===== src/logic/event_notify_pkg.sv =====
// What this block does
// - selector register picks event for mode access
// - mode off: occurrence sends no notification
// - mode on: occurrences are notified, repeats while one is still pending merge into one
// - mode once: notify next, then off
// - test command always notifies, mode ignored
// - past-due valid action raises late event
// - encoder stall timeout and restart events
// - io line rise, fall, either edge events
// - link trigger rise, fall, either edge events
// - counter begin and finish events
// - timer begin and finish events
// - stream queue overflow raises event
// - stream start, end, pause, resume events
// - block start, end, trigger, burst events
// - acquisition trigger, miss, phase, error events
// - frame burst, trigger, capture, transfer events
// - line trigger, miss, start, end events
// - exposure begin and done events
// - sequencer set change raises event
// - link rate change raises event
// - general error raises event
// - controller switchover grant raises event
// - line edges seen after input inversion
// - notification carries timestamp and frame id
package event_notify_pkg;
	localparam int NUM_UNITS = 2;
	// event index map: direct-input events first, then derived groups
	localparam int EV_DIRECT   = 43;
	localparam int EV_ENC_STOP = 43;
	localparam int EV_ENC_RUN  = 45;
	localparam int EV_PIN_RISE = 47;
	localparam int EV_PIN_FALL = 49;
	localparam int EV_PIN_ANY  = 51;
	localparam int EV_RT_RISE  = 53;
	localparam int EV_RT_FALL  = 55;
	localparam int EV_RT_ANY   = 57;
	localparam int EV_LATE     = 59;
	localparam int EV_TEST     = 60;
	localparam int NUM_EVENTS  = 61;
	localparam int ID_W        = 6;
	// register map
	localparam logic [3:0] REG_SELECT   = 4'h0;
	localparam logic [3:0] REG_MODE     = 4'h1;
	localparam logic [3:0] REG_TEST     = 4'h2;
	localparam logic [3:0] REG_INVERT   = 4'h3;
	localparam logic [3:0] REG_STALL    = 4'h4;
	localparam logic [3:0] REG_PENDING  = 4'h5;
	localparam logic [5:0] SELECT_RESET = 6'h00;
	localparam logic [1:0] INVERT_RESET = 2'h0;
	localparam logic [15:0] STALL_RESET = 16'h1000;
	localparam int TS_W = 32;
	localparam int FID_W = 16;
	typedef enum logic [1:0] {MODE_OFF, MODE_ON, MODE_ONCE} notify_mode_t;
endpackage : event_notify_pkg


===== src/logic/device_event_notifier.sv =====
// Implementation choices: the register addresses and the strobed register port.
`timescale 1ns/10ps
module device_event_notifier #(
	parameter int QDEPTH = 8
) (
	// clock and reset
	input  logic                                   clock,
	input  logic                                   rst,
	// register port
	input  logic [3:0]                             reg_addr,
	input  logic [31:0]                            reg_wdata,
	input  logic                                   reg_wr,
	input  logic                                   reg_rd,
	output logic [31:0]                            reg_rdata,
	// internal occurrence pulses, one bit per direct event index
	input  logic [event_notify_pkg::EV_DIRECT-1:0] direct_events,
	// encoder motion pulses, io pins, link triggers
	input  logic [event_notify_pkg::NUM_UNITS-1:0] encoder_step,
	input  logic [event_notify_pkg::NUM_UNITS-1:0] io_pin,
	input  logic [event_notify_pkg::NUM_UNITS-1:0] remote_trig,
	// scheduled action check and message frame id
	input  logic                                   action_valid,
	input  logic [event_notify_pkg::TS_W-1:0]      action_time,
	input  logic [event_notify_pkg::TS_W-1:0]      device_time,
	input  logic [event_notify_pkg::FID_W-1:0]     frame_id,
	// notification message port and line status outputs
	output logic                                   msg_valid,
	input  logic                                   msg_ready,
	output logic [event_notify_pkg::ID_W-1:0]      msg_event,
	output logic [event_notify_pkg::TS_W-1:0]      msg_timestamp,
	output logic [event_notify_pkg::FID_W-1:0]     msg_frame_id,
	output logic                                   line_status_0,
	output logic                                   line_status_1
);
	import event_notify_pkg::*;

	localparam int QW = $clog2(QDEPTH);
	localparam int EW = ID_W + TS_W + FID_W;

	typedef struct packed {
		logic [NUM_EVENTS-1:0][1:0]  mode;
		logic [NUM_EVENTS-1:0]       pend;
		logic [5:0]                  sel;
		logic [1:0]                  invert;
		logic [15:0]                 stall;
		logic [NUM_UNITS-1:0][15:0]  idle_cnt;
		logic [NUM_UNITS-1:0]        stalled;
		logic [NUM_UNITS-1:0]        pin_s1;
		logic [NUM_UNITS-1:0]        pin_s2;
		logic [NUM_UNITS-1:0]        pin_old;
		logic [NUM_UNITS-1:0]        rt_s1;
		logic [NUM_UNITS-1:0]        rt_s2;
		logic [NUM_UNITS-1:0]        rt_old;
		logic [NUM_UNITS-1:0]        enc_s1;
		logic [NUM_UNITS-1:0]        enc_s2;
		logic [NUM_UNITS-1:0]        enc_old;
		logic                        test_req;
		logic [TS_W-1:0]             ts;
		logic [QDEPTH-1:0][EW-1:0]   fifo;
		logic [QW:0]                 wr_ptr;
		logic [QW:0]                 rd_ptr;
		logic [31:0]                 rdata;
	} state_t;

	state_t s_q;
	state_t s_d;

	logic [NUM_EVENTS-1:0] occur;
	logic [NUM_EVENTS-1:0] armed;
	logic [NUM_UNITS-1:0]  line_val;
	logic [NUM_UNITS-1:0]  step;
	logic                  full;
	logic                  empty;
	logic [ID_W-1:0]       pick;
	logic                  pick_ok;

	////////////////////////////////////////////////////////////////////////
	// occurrence detection
	always_comb begin
		line_val = s_q.pin_s2 ^ s_q.invert;
		step     = s_q.enc_s2 ^ s_q.enc_old;
		occur    = '0;
		occur[EV_DIRECT-1:0] = direct_events;
		// per-unit events derived from encoder, pin and trigger inputs
		for (int i = 0; i < NUM_UNITS; i++) begin
			occur[EV_ENC_STOP+i] = !s_q.stalled[i] && !step[i] && (s_q.idle_cnt[i] >= s_q.stall);
			occur[EV_ENC_RUN+i]  = s_q.stalled[i] && step[i];
			occur[EV_PIN_RISE+i] = line_val[i] && !s_q.pin_old[i];
			occur[EV_PIN_FALL+i] = !line_val[i] && s_q.pin_old[i];
			occur[EV_PIN_ANY+i]  = line_val[i] ^ s_q.pin_old[i];
			occur[EV_RT_RISE+i]  = s_q.rt_s2[i] && !s_q.rt_old[i];
			occur[EV_RT_FALL+i]  = !s_q.rt_s2[i] && s_q.rt_old[i];
			occur[EV_RT_ANY+i]   = s_q.rt_s2[i] ^ s_q.rt_old[i];
		end
		occur[EV_LATE] = action_valid && (action_time < device_time);
		occur[EV_TEST] = s_q.test_req;
		// gate by mode; test is always enabled
		for (int e = 0; e < NUM_EVENTS; e++) begin
			armed[e] = occur[e] && (s_q.mode[e] != MODE_OFF);
		end
		armed[EV_TEST] = occur[EV_TEST];
	end

	////////////////////////////////////////////////////////////////////////
	// queue status and lowest pending pick
	always_comb begin
		full    = (s_q.wr_ptr[QW-1:0] == s_q.rd_ptr[QW-1:0]) && (s_q.wr_ptr[QW] != s_q.rd_ptr[QW]);
		empty   = (s_q.wr_ptr == s_q.rd_ptr);
		pick    = '0;
		pick_ok = 1'b0;
		for (int e = NUM_EVENTS - 1; e >= 0; e--) begin
			if (s_q.pend[e]) begin
				pick    = ID_W'(e);
				pick_ok = 1'b1;
			end
		end
	end

	assign msg_valid     = !empty;
	assign msg_event     = s_q.fifo[s_q.rd_ptr[QW-1:0]][EW-1 -: ID_W];
	assign msg_timestamp = s_q.fifo[s_q.rd_ptr[QW-1:0]][FID_W +: TS_W];
	assign msg_frame_id  = s_q.fifo[s_q.rd_ptr[QW-1:0]][FID_W-1:0];
	assign reg_rdata     = s_q.rdata;
	assign line_status_0 = line_val[0];
	assign line_status_1 = line_val[1];

	////////////////////////////////////////////////////////////////////////
	// next state
	always_comb begin
		s_d = s_q;
		s_d.ts = s_q.ts + 1'b1;
		// pin inputs pass two flops before use
		s_d.pin_s1 = io_pin;
		s_d.pin_s2 = s_q.pin_s1;
		s_d.pin_old = line_val;
		s_d.rt_s1 = remote_trig;
		s_d.rt_s2 = s_q.rt_s1;
		s_d.rt_old = s_q.rt_s2;
		s_d.enc_s1 = encoder_step;
		s_d.enc_s2 = s_q.enc_s1;
		s_d.enc_old = s_q.enc_s2;
		s_d.test_req = 1'b0;
		for (int i = 0; i < NUM_UNITS; i++) begin
			if (step[i]) begin
				s_d.idle_cnt[i] = '0;
				s_d.stalled[i]  = 1'b0;
			end else if (occur[EV_ENC_STOP+i]) begin
				s_d.stalled[i] = 1'b1;
			end else if (s_q.idle_cnt[i] != 16'hffff) begin
				s_d.idle_cnt[i] = s_q.idle_cnt[i] + 1'b1;
			end
		end
		// once drops to off as soon as the occurrence is latched, so a second hit never passes
		for (int e = 0; e < NUM_EVENTS; e++) begin
			if (armed[e] && s_q.mode[e] == MODE_ONCE) begin
				s_d.mode[e] = MODE_OFF;
			end
		end
		// pop from message queue
		if (msg_valid && msg_ready) begin
			s_d.rd_ptr = s_q.rd_ptr + 1'b1;
		end
		// one pending event per cycle moves into the queue, lowest index first
		if (pick_ok && !full) begin
			s_d.fifo[s_q.wr_ptr[QW-1:0]] = {pick, s_q.ts, frame_id};
			s_d.wr_ptr = s_q.wr_ptr + 1'b1;
			s_d.pend[pick] = 1'b0;
		end
		// new occurrences set pending after the clear, so set wins
		s_d.pend = s_d.pend | armed;
		// register access
		s_d.rdata = 32'h0;
		if (reg_wr) begin
			case (reg_addr)
				REG_SELECT: s_d.sel = reg_wdata[5:0];
				REG_MODE: begin
					if (s_q.sel < 6'(NUM_EVENTS)) begin
						s_d.mode[s_q.sel] = reg_wdata[1:0];
					end
				end
				REG_TEST:   s_d.test_req = reg_wdata[0];
				REG_INVERT: s_d.invert = reg_wdata[1:0];
				REG_STALL:  s_d.stall = reg_wdata[15:0];
				default: ;
			endcase
		end
		if (reg_rd) begin
			case (reg_addr)
				REG_SELECT: s_d.rdata = {26'h0, s_q.sel};
				REG_MODE:   s_d.rdata = (s_q.sel < 6'(NUM_EVENTS)) ? {30'h0, s_q.mode[s_q.sel]} : 32'h0;
				REG_INVERT: s_d.rdata = {30'h0, s_q.invert};
				REG_STALL:  s_d.rdata = {16'h0, s_q.stall};
				REG_PENDING: s_d.rdata = {27'h0, !empty, full, line_val, pick_ok};
				default:    s_d.rdata = 32'h0;
			endcase
		end
	end

	////////////////////////////////////////////////////////////////////////
	// state register
	always_ff @(posedge clock) begin
		if (rst) begin
			s_q        <= '0;
			s_q.sel    <= SELECT_RESET;
			s_q.invert <= INVERT_RESET;
			s_q.stall  <= STALL_RESET;
		end else begin
			s_q <= s_d;
		end
	end
endmodule : device_event_notifier


===== config.mk =====
export PLATFORM = sky130hd
export DESIGN_NAME = device_event_notifier
export DESIGN_NICKNAME = d
export VERILOG_FILES = /design/src/logic/event_notify_pkg.sv /design/src/logic/device_event_notifier.sv
export SDC_FILE = /design/constraint.sdc
export NUM_CORES = 2
export LEC_CHECK = 0
export BUFFER_PORTS_ARGS = -buffer_cell sky130_fd_sc_hd__buf_2
export CORE_MARGIN = 2
export CORE_UTILIZATION = 36
export DETAILED_ROUTE_END_ITERATION = 12
export GPL_ROUTABILITY_DRIVEN = 0
export SYNTH_ARGS = -nofsm -noshare
export SYNTH_HDL_FRONTEND = slang
export SYNTH_SLANG_ARGS = --single-unit

===== constraint.sdc =====
create_clock -name clock -period 4.4 [get_ports clock]
set_input_delay 0.22 -clock clock [delete_from_list [all_inputs] [get_ports clock]]
set_output_delay 0.22 -clock clock [all_outputs]
set_load 0.02 [all_outputs]

==> flow_summary.json <==
{
  "status": "finished clean",
  "n_fill_cell": 9577,
  "placement.io_buffers": 227,
  "leakage_nw": 14.1,
  "cts.clk_slew.worst_paths_ns": 0.06,
  "fin_crit_sh": 0.859,
  "syn-cell-area_sq_um": 35200,
  "grt_pass1_wl_um": 164000,
  "nNetsFinal": 4568,
  "drt_iter0_drc": 2795,
  "dp_hpwl_um": 64900,
  "critPathMaxFanout": 61,
  "antenna_cells": 0,
  "synth-seq-cells": 748,
  "row_count": 114,
  "async_flop_share": 0,
  "grt_usage": 0.207,
  "antenna_found_initial": 3,
  "coreArea_sq_um": 96900,
  "start_kind": "flip-flop",
  "cts.htree.levels": 3,
  "cts_max_path_buffers": 3,
  "finalSetupViolations": 0,
  "synthMuxAreaShare": 0.108,
  "post-cts-setup-buffer-count": 0,
  "maxSlewHeadroom": 0.144,
  "viasPerCell": 5.32,
  "min_path_cells": 2,
  "cts_tree": "yes",
  "synth-main-ff-cell": "dfxtp_1",
  "start_util": 0.363,
  "rr_endpoint": "s_q[146]",
  "hp-start": "rst",
  "hold_path.class": "primary input to flip-flop",
  "vias": 30100,
  "min_to": "s_q[564]",
  "synth_area_per_cell_sq_um": 8.31,
  "hold_viol": 0,
  "clock_latency_ns": 0.65,
  "pin_count": 260,
  "yosysWarnings": 0,
  "ys_types": 81,
  "dieWidth_um": 317,
  "grt_pass1_vias": 28500,
  "first_pass_iters": 5,
  "worstPathRequired_ns": 4.18,
  "p_total_mw": 14.4,
  "rr_startpoint": "s_q[621]",
  "clock-root-buffer": "clkbuf_16",
  "die_area_sq_um": 100000,
  "synth_compound_area_frac": 0.173,
  "slew_viol_final": 0,
  "cap_violations": 0,
  "final.setup.tns_ns": 0,
  "stdcell_count": 5661,
  "areaGrowthSynthToFinish_pct": 15.1,
  "synth_fa_ha_area_frac": 0.0270,
  "reg2reg_depth": 9,
  "ys_seq_area_frac": 0.425,
  "ir_drop_v": 0.000273,
  "synth_xor_area_frac": 0.0119,
  "synth_top_family_by_area": "simple AND/OR/NAND/NOR gates",
  "clock_skew_ns": 0.0252,
  "syn_inst": 4237,
  "detail-route-antenna-nets": 0,
  "post_cts_resized": 0,
  "die_y_um": 317,
  "routedWlPerCell_um": 18.6,
  "synth_edf_count": 0,
  "cts_buffers": 79,
  "rsz0062_at_grt": "false",
  "post-route-drc-count": 0,
  "routed_wl_um": 105000,
  "cp.arrival_ns": 3.56,
  "synth-simple-area-share": 0.192,
  "overflow": 0,
  "period_minus_slack_ns": 3.78,
  "regToRegSetupSlack_ns": 1.01,
  "cts_sinks": 748,
  "drive_above_1_share": 0.150,
  "powerDensity_nw_per_um2": 355,
  "timing.fmax_ghz": 0.265,
  "grt_start_max_net_pins": 242,
  "path_class": "flip-flop to output port",
  "worstMarginPinSlew_ns": 1.28,
  "crit_path_end_kind": "output port",
  "dp.cells": 5435
}
[flip-flops by register name, summed over array words and instances, names as in the netlist]
| name | cells |
|---|---|
| s_q | 721 |
| s_d | 10 |
| armed | 1 |
| reg_rdata | 16 |
[worst max-delay path: stages (launching register included)]
cell and delay, ns:
dfxtp_4 0.35, buf_4 0.76, buf_4 0.80, mux4_2 0.41, mux2_2 0.35, buf_2 0.18
[cells in the mapped netlist, types with 19 or more instances]
| master | instances | area [sq um] |
|---|---|---|
| buf_4 | 56 | 420 |
| inv_1 | 130 | 488 |
| o31ai_1 | 33 | 248 |
| or3_1 | 23 | 144 |
| nand2_1 | 1056 | 3960 |
| nor2_1 | 221 | 830 |
| buf_2 | 34 | 170 |
| xor2_1 | 28 | 245 |
| nand3_1 | 51 | 255 |
| nand4_1 | 22 | 138 |
| dfxtp_1 | 748 | 15000 |
| a21oi_1 | 686 | 3430 |
| nor3_1 | 23 | 115 |
| mux2_2 | 63 | 709 |
| and3_1 | 20 | 125 |
| a21o_1 | 19 | 143 |
| ha_1 | 76 | 951 |
| nor2b_1 | 32 | 200 |
| buf_1 | 43 | 161 |
| mux4_2 | 125 | 2820 |
| xnor2_1 | 20 | 175 |
| mux2i_1 | 28 | 280 |
| clkbuf_1 | 234 | 878 |
| o21ai_0 | 162 | 811 |
| o221ai_1 | 54 | 473 |
[cells by family (layout without fill, tap and decap cells)]
logic type,count (synthesis),in the layout
xor+xnor,48,48
simple gates,1569,1569
mux,216,216
buf+inv,511,644
flops,748,748
fa+ha+maj,76,76
other cells,1,16
compound gates,1068,1068
[cell type report]
class                   instances  area, sq um  share of cell area
clock inverters                32          402             0.00992
multi-input cells            2993        18200               0.448
flip-flops and latches        748        15000               0.370
inverters                     130          488              0.0120
repair buffers                369         2540              0.0627
clock buffers                 113         2330              0.0574
well taps                    1276         1600              0.0394
[what timing repair did]
action / 4_1_cts / 5_1_grt
endpoints found under the setup margin: 0 / 0
hold buffers: 81 / 0
endpoints found under the hold margin: 227 / 0
[how the worst max path moves through the flow]
stage	start	cells past startpoint	to	slack, ns
floorplan	s_q[570]	11	s_q[552]	1.71
global placement	s_q[620]	9	s_q[144]	0.98
detailed placement	s_q[621]	9	s_q[144]	0.99
CTS	s_q[33]	5	msg_timestamp[16]	0.58
global route	s_q[33]	5	msg_timestamp[16]	0.54
finish	s_q[33]	5	msg_timestamp[16]	0.62
[report_power, final]
group	switching, mW	leakage [nW]	internal (mW)
combinational	0.370	6.75	0.219
clock	2.88	1.35	4.11
sequential	0.0275	6.03	6.79
[stage by stage]
step	setup slack [ns]	utilization	area (sq um)	hold WS [ns]
after floorplan	1.71	-	35300	0.296
after global placement	0.978	0.382	37000	0.430
after detailed placement	0.985	0.382	37000	0.429
after CTS	0.578	0.418	40500	0.00110
after global routing	0.538	0.418	40500	0.0429
final	0.620	0.418	40500	0.00428
[routing by layer]
metal | vias up | wire [um] | GRT usage
met3 | 167 | 5920 | 0.0278
met5 | - | 27 | 0
li1 | 14800 | - | -
met2 | 793 | 49800 | 0.338
met1 | 14400 | 46200 | 0.278
met4 | 4 | 3400 | 0.0780
[cell usage in the layout, fill, tap and decap left out, types with 19 or more instances in the layout]
cell type and n:
o31ai_1 33, o21ai_0 162, a21o_1 19, mux2_2 63, dfxtp_1 742, nand3_1 50, and3_1 20, xnor2_1 20
mux2i_1 28, ha_1 76, inv_1 130, xor2_1 28, nand4_1 22, buf_2 226, nand2_1 1056, nor2b_1 32
nor2_1 218, nor3_1 23, mux4_2 125, a21oi_1 686, clkbuf_16 80, o221ai_1 54, or3_1 21, buf_4 51
dlygate4sd3_1 81, clkbuf_8 20
(Power assumes the default switching activity.)
